<file path="src/hdl/emod_defines.vh">
// Opcode codes, status bit positions and reset values for the datapath
`ifndef EMOD_DEFINES_VH
`define EMOD_DEFINES_VH

// ****************************************
// Operation codes
// ****************************************
`define EMOD_OP_DEC_MEM       5'h00
`define EMOD_OP_DEC_WORK      5'h01
`define EMOD_OP_INC_MEM       5'h02
`define EMOD_OP_INC_WORK      5'h03
`define EMOD_OP_MOV_TO_WORK   5'h04
`define EMOD_OP_MOV_TO_MEM    5'h05
`define EMOD_OP_OR_WORK       5'h06
`define EMOD_OP_OR_MEM        5'h07
`define EMOD_OP_RL            5'h08
`define EMOD_OP_RLC           5'h09
`define EMOD_OP_RR            5'h0a
`define EMOD_OP_RRC           5'h0b
`define EMOD_OP_SBC           5'h0c
`define EMOD_OP_SUB           5'h0d
`define EMOD_OP_SDZ           5'h0e
`define EMOD_OP_SIZ           5'h0f
`define EMOD_OP_SET           5'h10
`define EMOD_OP_SET_BIT       5'h11
`define EMOD_OP_SNZ_BIT       5'h12
`define EMOD_OP_SNZ           5'h13

// ****************************************
// Status bit positions
// ****************************************
`define EMOD_ST_BORROW        0
`define EMOD_ST_NIBBLE        1
`define EMOD_ST_NULL          2
`define EMOD_ST_WRAP          3
`define EMOD_ST_SIGN          4
`define EMOD_ST_CHAIN         5

// ****************************************
// Reset values and timing
// ****************************************
`define EMOD_WORK_RST         8'h00
`define EMOD_STATUS_RST       6'h00
`define EMOD_SKIP_CYCLES      2'h3

`endif

</file>
<file path="src/hdl/emod_datapath.v">
// Extended direct-memory instruction execution datapath
// Functional notes
// - Decrement writes byte minus one to memory or work, updating null.
// - Increment writes byte plus one to memory or work, updating null.
// - Moves copy memory to work register or back, no status change.
// - OR combines work and memory; work-target form updates null bit.
// - Rotate up wraps bit seven to bit zero, no status change.
// - Rotate up through borrow inserts old borrow, takes out old bit seven.
// - Rotate down wraps bit zero to bit seven, no status change.
// - Rotate down through borrow inserts old borrow, takes old bit zero.
// - Borrow subtract: work minus byte minus inverted borrow, six flags.
// - Borrow bit clears on negative result, sets on zero or positive.
// - Decrement-skip writes memory and skips when new value is zero.
// - Work-target decrement-skip leaves memory, skips when value is zero.
// - Conditional skips take three cycles; taken skip inserts a dummy.
// - Set forces all ones, or one selected bit; no status change.
// - Increment-skip adds one, skips on zero, to memory or work register.
// - Bit test skips when selected bit is one; no status change.
// - Byte test writes byte back unchanged, skips when it is non-zero.
// - Plain subtract stores work minus byte in work register.
// - Any data memory section is addressed directly by full address.
// - Plain subtract updates wrap, null, nibble, borrow, sign, chain.
`timescale 1ns/1ps
`default_nettype none
`include "emod_defines.vh"

module emod_datapath #(
    parameter ADDR_W = 9
) (
    // Clock and reset
    input wire ref_clk,
    input wire sys_rst,
    // Instruction issue from the sequencer
    input wire op_valid,
    input wire [4:0] op_code,
    input wire [ADDR_W-1:0] op_addr,
    input wire to_work,
    input wire [2:0] bit_sel,
    // Data memory byte read for this operation
    input wire [7:0] mem_rdata,
    // Data memory write back
    output reg mem_we,
    output reg [ADDR_W-1:0] mem_waddr,
    output reg [7:0] mem_wdata,
    // Work register and status
    output reg [7:0] work_register,
    output reg borrow_out_bit,
    output reg nibble_borrow_bit,
    output reg null_result_bit,
    output reg signed_wrap_bit,
    output reg result_sign_bit,
    output reg chained_null_bit,
    // Skip handling
    output reg skip_next,
    output wire busy
);

    // ****************************************
    // Skip sequencing
    // ****************************************
    localparam ST_IDLE = 2'b00;
    localparam ST_HOLD = 2'b01;

    reg [1:0] state;
    reg [1:0] cycle_cnt;

    // Inputs come from the same clock, so nothing is synchronised
    reg [7:0] res;
    reg wr_mem;
    reg wr_work;
    reg skip;
    reg is_skip_op;
    reg new_borrow;
    reg upd_borrow;
    reg upd_null;
    reg upd_arith;
    reg [8:0] diff;
    reg [4:0] ndiff;
    reg ovf;
    reg sub_in;
    reg next_borrow;
    reg next_nibble;
    reg next_null;
    reg next_wrap;
    reg next_sign;
    reg next_chain;
    reg [1:0] next_state;
    reg [1:0] next_cycle_cnt;

    function [7:0] bit_mask;
        input [2:0] sel;
        begin
            bit_mask = 8'h01 << sel;
        end
    endfunction

    // Zero test shared by the null and chain decisions
    function is_zero;
        input [7:0] val;
        begin
            is_zero = (val == 8'h00);
        end
    endfunction

    // ****************************************
    // Operation decode
    // ****************************************
    always @* begin
        res = mem_rdata;
        wr_mem = 1'b0;
        wr_work = 1'b0;
        skip = 1'b0;
        is_skip_op = 1'b0;
        new_borrow = borrow_out_bit;
        upd_borrow = 1'b0;
        upd_null = 1'b0;
        upd_arith = 1'b0;
        diff = 9'h000;
        ndiff = 5'h00;
        ovf = 1'b0;
        sub_in = 1'b0;
        case (op_code)
        `EMOD_OP_DEC_MEM: begin
            res = mem_rdata - 8'h01;
            wr_mem = 1'b1;
            upd_null = 1'b1;
        end
        `EMOD_OP_DEC_WORK: begin
            res = mem_rdata - 8'h01;
            wr_work = 1'b1;
            upd_null = 1'b1;
        end
        `EMOD_OP_INC_MEM: begin
            res = mem_rdata + 8'h01;
            wr_mem = 1'b1;
            upd_null = 1'b1;
        end
        `EMOD_OP_INC_WORK: begin
            res = mem_rdata + 8'h01;
            wr_work = 1'b1;
            upd_null = 1'b1;
        end
        `EMOD_OP_MOV_TO_WORK: begin
            res = mem_rdata;
            wr_work = 1'b1;
        end
        `EMOD_OP_MOV_TO_MEM: begin
            res = work_register;
            wr_mem = 1'b1;
        end
        `EMOD_OP_OR_WORK: begin
            res = work_register | mem_rdata;
            wr_work = 1'b1;
            upd_null = 1'b1;
        end
        `EMOD_OP_OR_MEM: begin
            // Memory form leaves the null bit alone
            res = work_register | mem_rdata;
            wr_mem = 1'b1;
        end
        `EMOD_OP_RL: begin
            res = {mem_rdata[6:0], mem_rdata[7]};
            wr_mem = ~to_work;
            wr_work = to_work;
        end
        `EMOD_OP_RLC: begin
            res = {mem_rdata[6:0], borrow_out_bit};
            new_borrow = mem_rdata[7];
            upd_borrow = 1'b1;
            wr_mem = ~to_work;
            wr_work = to_work;
        end
        `EMOD_OP_RR: begin
            res = {mem_rdata[0], mem_rdata[7:1]};
            wr_mem = ~to_work;
            wr_work = to_work;
        end
        `EMOD_OP_RRC: begin
            res = {borrow_out_bit, mem_rdata[7:1]};
            new_borrow = mem_rdata[0];
            upd_borrow = 1'b1;
            wr_mem = ~to_work;
            wr_work = to_work;
        end
        `EMOD_OP_SBC, `EMOD_OP_SUB: begin
            // Inverted borrow is only subtracted for the with-borrow form
            sub_in = (op_code == `EMOD_OP_SBC) & ~borrow_out_bit;
            diff = {1'b0, work_register} - {1'b0, mem_rdata}
                - {8'h00, sub_in};
            ndiff = {1'b0, work_register[3:0]} - {1'b0, mem_rdata[3:0]}
                - {4'h0, sub_in};
            res = diff[7:0];
            ovf = (work_register[7] ^ mem_rdata[7])
                & (work_register[7] ^ diff[7]);
            new_borrow = ~diff[8];
            upd_borrow = 1'b1;
            upd_arith = 1'b1;
            upd_null = 1'b1;
            // Plain subtract always targets the work register
            wr_work = to_work | (op_code == `EMOD_OP_SUB);
            wr_mem = ~to_work & (op_code == `EMOD_OP_SBC);
        end
        `EMOD_OP_SDZ: begin
            res = mem_rdata - 8'h01;
            wr_mem = ~to_work;
            wr_work = to_work;
            is_skip_op = 1'b1;
            skip = (res == 8'h00);
        end
        `EMOD_OP_SIZ: begin
            res = mem_rdata + 8'h01;
            wr_mem = ~to_work;
            wr_work = to_work;
            is_skip_op = 1'b1;
            skip = (res == 8'h00);
        end
        `EMOD_OP_SET: begin
            res = 8'hff;
            wr_mem = 1'b1;
        end
        `EMOD_OP_SET_BIT: begin
            res = mem_rdata | bit_mask(bit_sel);
            wr_mem = 1'b1;
        end
        `EMOD_OP_SNZ_BIT: begin
            is_skip_op = 1'b1;
            skip = |(mem_rdata & bit_mask(bit_sel));
        end
        `EMOD_OP_SNZ: begin
            res = mem_rdata;
            wr_mem = 1'b1;
            is_skip_op = 1'b1;
            skip = (mem_rdata != 8'h00);
        end
        default: begin
            res = mem_rdata;
        end
        endcase
    end

    assign busy = (state != ST_IDLE);

    // ****************************************
    // Next status values
    // ****************************************
    // Every bit starts from its held value, so operations that leave
    // the status alone (moves, plain rotates, skips) need no case here
    always @* begin
        next_borrow = borrow_out_bit;
        next_nibble = nibble_borrow_bit;
        next_null = null_result_bit;
        next_wrap = signed_wrap_bit;
        next_sign = result_sign_bit;
        next_chain = chained_null_bit;
        if (upd_borrow) begin
            next_borrow = new_borrow;
        end
        if (upd_null) begin
            next_null = is_zero(res);
        end
        if (upd_arith) begin
            // Nibble borrow uses the same sense as the borrow bit
            next_nibble = ~ndiff[4];
            next_wrap = ovf;
            // True sign of the difference, right even when it wraps
            next_sign = diff[7] ^ ovf;
            if (op_code == `EMOD_OP_SBC) begin
                // A multi-byte chain stays zero only if every byte was
                next_chain = chained_null_bit & is_zero(res);
            end else begin
                next_chain = is_zero(res);
            end
        end
    end

    // ****************************************
    // Next skip sequencer state
    // ****************************************
    always @* begin
        next_state = state;
        next_cycle_cnt = cycle_cnt;
        case (state)
        ST_IDLE: begin
            if (op_valid && is_skip_op) begin
                // The issue cycle counts as the first of the three
                next_state = ST_HOLD;
                next_cycle_cnt = `EMOD_SKIP_CYCLES - 2'h1;
            end
        end
        ST_HOLD: begin
            if (cycle_cnt == 2'h1) begin
                next_state = ST_IDLE;
                next_cycle_cnt = 2'h0;
            end else begin
                next_cycle_cnt = cycle_cnt - 2'h1;
            end
        end
        default: begin
            next_state = ST_IDLE;
            next_cycle_cnt = 2'h0;
        end
        endcase
    end

    // ****************************************
    // Result and status registers
    // ****************************************
    always @(posedge ref_clk or posedge sys_rst) begin
        if (sys_rst) begin
            mem_we <= 1'b0;
            mem_waddr <= {ADDR_W{1'b0}};
            mem_wdata <= 8'h00;
            work_register <= `EMOD_WORK_RST;
            {chained_null_bit, result_sign_bit, signed_wrap_bit,
                null_result_bit, nibble_borrow_bit, borrow_out_bit}
                <= `EMOD_STATUS_RST;
            skip_next <= 1'b0;
            state <= ST_IDLE;
            cycle_cnt <= 2'h0;
        end else begin
            mem_we <= 1'b0;
            skip_next <= 1'b0;
            state <= next_state;
            cycle_cnt <= next_cycle_cnt;
            // Issue is only taken while idle: an op offered during the
            // extra cycles of a skip is dropped, not queued
            if (op_valid && (state == ST_IDLE)) begin
                // Full address is passed, so any section is reachable
                mem_waddr <= op_addr;
                mem_wdata <= res;
                mem_we <= wr_mem;
                if (wr_work) begin
                    work_register <= res;
                end
                borrow_out_bit <= next_borrow;
                nibble_borrow_bit <= next_nibble;
                null_result_bit <= next_null;
                signed_wrap_bit <= next_wrap;
                result_sign_bit <= next_sign;
                chained_null_bit <= next_chain;
                skip_next <= is_skip_op & skip;
            end
        end
    end

endmodule
`default_nettype wire

</file>
<file path="config.mk">
export PLATFORM = sky130hd
export DESIGN_NAME = emod_datapath
export DESIGN_NICKNAME = d
export VERILOG_FILES = /design/src/hdl/emod_datapath.v
export VERILOG_INCLUDE_DIRS = /design/src /design/src/hdl
export SDC_FILE = /design/constraint.sdc
export NUM_CORES = 1
export LEC_CHECK = 0
export BUFFER_PORTS_ARGS = -buffer_cell sky130_fd_sc_hd__buf_4
export CAP_MARGIN = 40
export CORE_UTILIZATION = 45
export CTS_CLUSTER_DIAMETER = 200
export CTS_CLUSTER_SIZE = 20
export DETAILED_ROUTE_END_ITERATION = 16
export PLACE_DENSITY = 0.77
export SYNTH_ARGS = -nofsm -noshare
export SYNTH_HDL_FRONTEND = slang
export SYNTH_SLANG_ARGS = --single-unit
</file>
<file path="constraint.sdc">
create_clock -name ref_clk -period 4.5 [get_ports ref_clk]
set_clock_uncertainty 0.15 [all_clocks]
set_input_delay 0.9 -clock ref_clk [delete_from_list [all_inputs] [get_ports ref_clk]]
set_output_delay 0.9 -clock ref_clk [all_outputs]
set_load 0.1 [all_outputs]
</file>
==> summary.txt <==
STA
  – Setup violations, final: 0
  – Max-slew headroom: between 50% and 60%
  – Tcrit/Tclk final: between 80 and 90%
  – Final max-slew violation count: 0
  – Worst-Margin Slew: a little over 0.6 ns
  – Min Clock Period, post-route: roughly 3.9 ns
  – Maximum operating frequency: between 0.2 and 0.3 GHz
  – RSZ-0062 raised after global routing: false
  – Hold slack: 0.329 ns
  – Final Hold Fails: 0
  – Total negative setup slack: 0 ns

CTS
  – CTS Buffer Depth: 2
  – Worst-Skew Late Latency: roughly 0.29 ns
  – CTS root buf: clkbuf_8
  – Hold-fix buffers, CTS: 0
  – Clock sinks: 36
  – Clock-pin slew on the worst setup and hold paths: around 0.07 ns
  – Resized cells post-CTS: 0
  – CTS Buf Count: 5
  – Setup Fix Bufs, Post-CTS: 0
  – Number of H-tree levels: 2
  – CTS tree: yes

Worst hold path
  – WHS Endpoint: signed_wrap_bit$_DFFE_PP0P_
  – Worst hold path type: flop to flop
  – WHS Path Cells: 2
  – Min-delay src: signed_wrap_bit$_DFFE_PP0P_

Cells and area
  – Ant diodes: 0
  – Fin area: between 0.004 and 0.005 mm²
  – Layout area overhead: 17.7%
  – Share of cells above drive strength 1: about a fifth
  – Nets: approximately 570
  – Register Area: 901 µm²
  – Multi-input logic area: around 0.0025 mm²
  – FILL cells: ~740

Route
  – Met2 WL: 5510 µm
  – Metal3 WL: roughly 1000 µm
  – Routed len/inst: 19.4 µm
  – Number of DRC markers in iteration 0: ~440
  – Routed Wire Length: between 10,000 and 15,000 µm
  – Via count: around 3,900
  – First-pass DRT Iterations: 5
  – Highest routed layer: met4
  – Vias per inst: a little over 6
  – Remaining antenna violation count: 0
  – DRC violations left: 0
  – Met1 Wirelength: 5120 µm

Synthesis
  – Cell variety after synth: between 70 and 80
  – YS warnings: 0
  – Synth area leader: dfrtp_1
  – Syn Std Cell Area: around 0.0036 mm²
  – Number of flops mapped to enable cells by yosys: 0
  – Post-synth top area share: 25.0%
  – FFs w/ async S/R, synth: 100%
  – Sequential-to-total area share from yosys stat: around a quarter
  – Top-count cell post-synth: nand2_1
  – Commonest cells post-synth: nand2_1 (71), o21ai_0 (38), dfrtp_1 (36)
  – Flops & latches, synth: 36
  – Ys flop type: dfrtp_1
  – Mapped Nets: between 500 and 600
  – Top post-synthesis cells by area: dfrtp_1 (25%), nand2_1 (7.4%), ha_1 (7.0%)
  – Syn Inst Count: between 400 and 500
  – Synth Area per Inst: roughly 7.6 µm²

Floorplan
  – Initial Util: 46.6%
  – Core Footprint: roughly 0.0077 mm²
  – Die Span X: roughly 90 µm
  – # IOs: 63
  – # rows: 32
  – Die outline height: around 91 µm
  – Die area: around 0.0084 mm²

Place
  – PortBufs: 62
  – Dpl cell area: roughly 0.0041 mm²
  – DP HPWL: a little under 9000 µm
  – Gpl congestion: roughly 1.0

Worst setup path
  – Reg2reg end: chained_null_bit$_DFFE_PP0P_
  – Crit Path Max Fanout: 3
  – Reg2reg setup slack: 1.02 ns
  – R2r startpoint: borrow_out_bit$_DFFE_PP0P_
  – Slowest Stage Delay on Critical Path: about 0.4 ns
  – Critical path type: input pin to flop
  – CP top delay family: simple AND/OR/NAND/NOR gates
  – Kind of end point of the critical path: flop
  – WP data required: 4.56 ns
  – CP max-delay cell: fa_1
  – Worst EP arrival: around 4.0 ns
  – CP Launch Type: input pin
  – CP Cell Sequence: buf_4 -> nor2_1 -> nand3_1 -> or3_1 -> fa_1 -> ha_1 -> nor2b_1 -> a21oi_1 -> o21ai_0 -> mux2_2 -> nor2_1 -> o2111a_1 -> nand4_1 -> a21oi_1
  – Worst-case reg-to-reg path depth: 11
  – WP buf/inv: 1

GRT
  – Vias in the first global route: approximately 3,500
  – Total GRT Usage: between 20% and 30%
  – Pin count of the biggest net entering global routing: 37
  – Initial antenna violation count: 0
  – First-pass GRT wire length: roughly 19,000 µm
  – GRT Residual Overflow: 0

Run
  – Max-Cap Viols: 0

Power and ir drop
  – Power Density: between 600 and 700 mW/mm²
  – Lkg Pwr: 1.87 nW
  – Maximum vdd drop: 0.396 mV

Run status
  – Outcome: completed
==> tightest hold or removal path, cell delays in order, from the launching register on <==
cell and delay [ns]:
dfrtp_1 0.34, nand2_1 0.05, o31ai_1 0.05
==> logic make-up (layout without fill, tap and decap cells) <==
| family | count (synthesis) | count (layout) | share of synthesized area, % |
|---|---|---|---|
| xor gates and xnor gates | 10 | 10 | 2.43 |
| adders and majority gates | 22 | 22 | 8.07 |
| and+or+nand+nor | 189 | 189 | 26.9 |
| buffers and inverters | 59 | 108 | 6.68 |
| AOI/OAI and AO/OA | 144 | 144 | 26.7 |
| DFF | 36 | 36 | 25.0 |
| muxes | 12 | 12 | 4.14 |
==> flip-flops by register name, indices dropped and copies added (netlist names) <==
name	count
borrow_out_bit	1
skip_next	1
cycle_cnt	2
work_register	8
chained_null_bit	1
signed_wrap_bit	1
mem_wdata	8
nibble_borrow_bit	1
mem_we	1
null_result_bit	1
mem_waddr	9
state	1
result_sign_bit	1
==> through the flow <==
| stage | total power [mW] | util [%] | setup WS [ns] | instances |
|---|---|---|---|---|
| 2_1_floorplan | 2.08 | - | 0.114 | 472 |
| 3_3_place_gp | 2.50 | 53.4 | 0.459 | 613 |
| 3_5_place_dp | 2.54 | 53.6 | 0.363 | 615 |
| 4_1_cts | 2.78 | 54.8 | 0.658 | 623 |
| 5_1_grt | 2.93 | 54.8 | 0.330 | 623 |
| 6_report | 2.78 | 54.8 | 0.552 | 623 |
==> per-layer routing <==
metal	track usage, %	up-vias
met5	0	-
met3	4.44	40
met2	45.0	205
li1	-	1807
met4	10.6	0
met1	40.1	1828
==> layout make-up <==
cell class / count / area share [%]
Multi-Input combinational cell: 377 / 58.0
Timing Repair Buffer: 76 / 13.4
Tap cell: 102 / 3.02
Inverter: 24 / 2.13
Clock buffer: 8 / 2.13
Sequential cell: 36 / 21.3
==> how the worst max path moves through the flow <==
stage	startpoint	end	slack (ns)	depth (start not counted)
floorplan	op_code[3]	chained_null_bit$_DFFE_PP0P_	0.11	14
global placement	op_code[4]	chained_null_bit$_DFFE_PP0P_	0.46	14
detailed placement	op_code[4]	null_result_bit$_DFFE_PP0P_	0.36	14
CTS	op_code[4]	null_result_bit$_DFFE_PP0P_	0.66	14
global route	op_code[4]	chained_null_bit$_DFFE_PP0P_	0.33	14
finish	op_code[4]	chained_null_bit$_DFFE_PP0P_	0.55	14
==> cells in the final DEF (no fill, tap or decap), drive strengths merged, types with 7 or more instances in the layout <==
master	count
clkbuf	8
a21o	8
o31ai	7
buf	76
nand3	13
a21oi	28
nand2	71
nor3	10
a211oi	8
nor2	31
inv	24
o21ai	39
a31oi	8
nor2b	11
ha	20
mux2i	7
dfrtp	36
==> power by group <==
group          switching [mW]  internal, mW  total (mW)  leakage (nW)
clock                   0.111         0.125       0.235        0.0455
combinational            1.44         0.520        1.96          1.38
sequential              0.137         0.450       0.588         0.452
No activity file was read; power rests on OpenSTA's default activity.
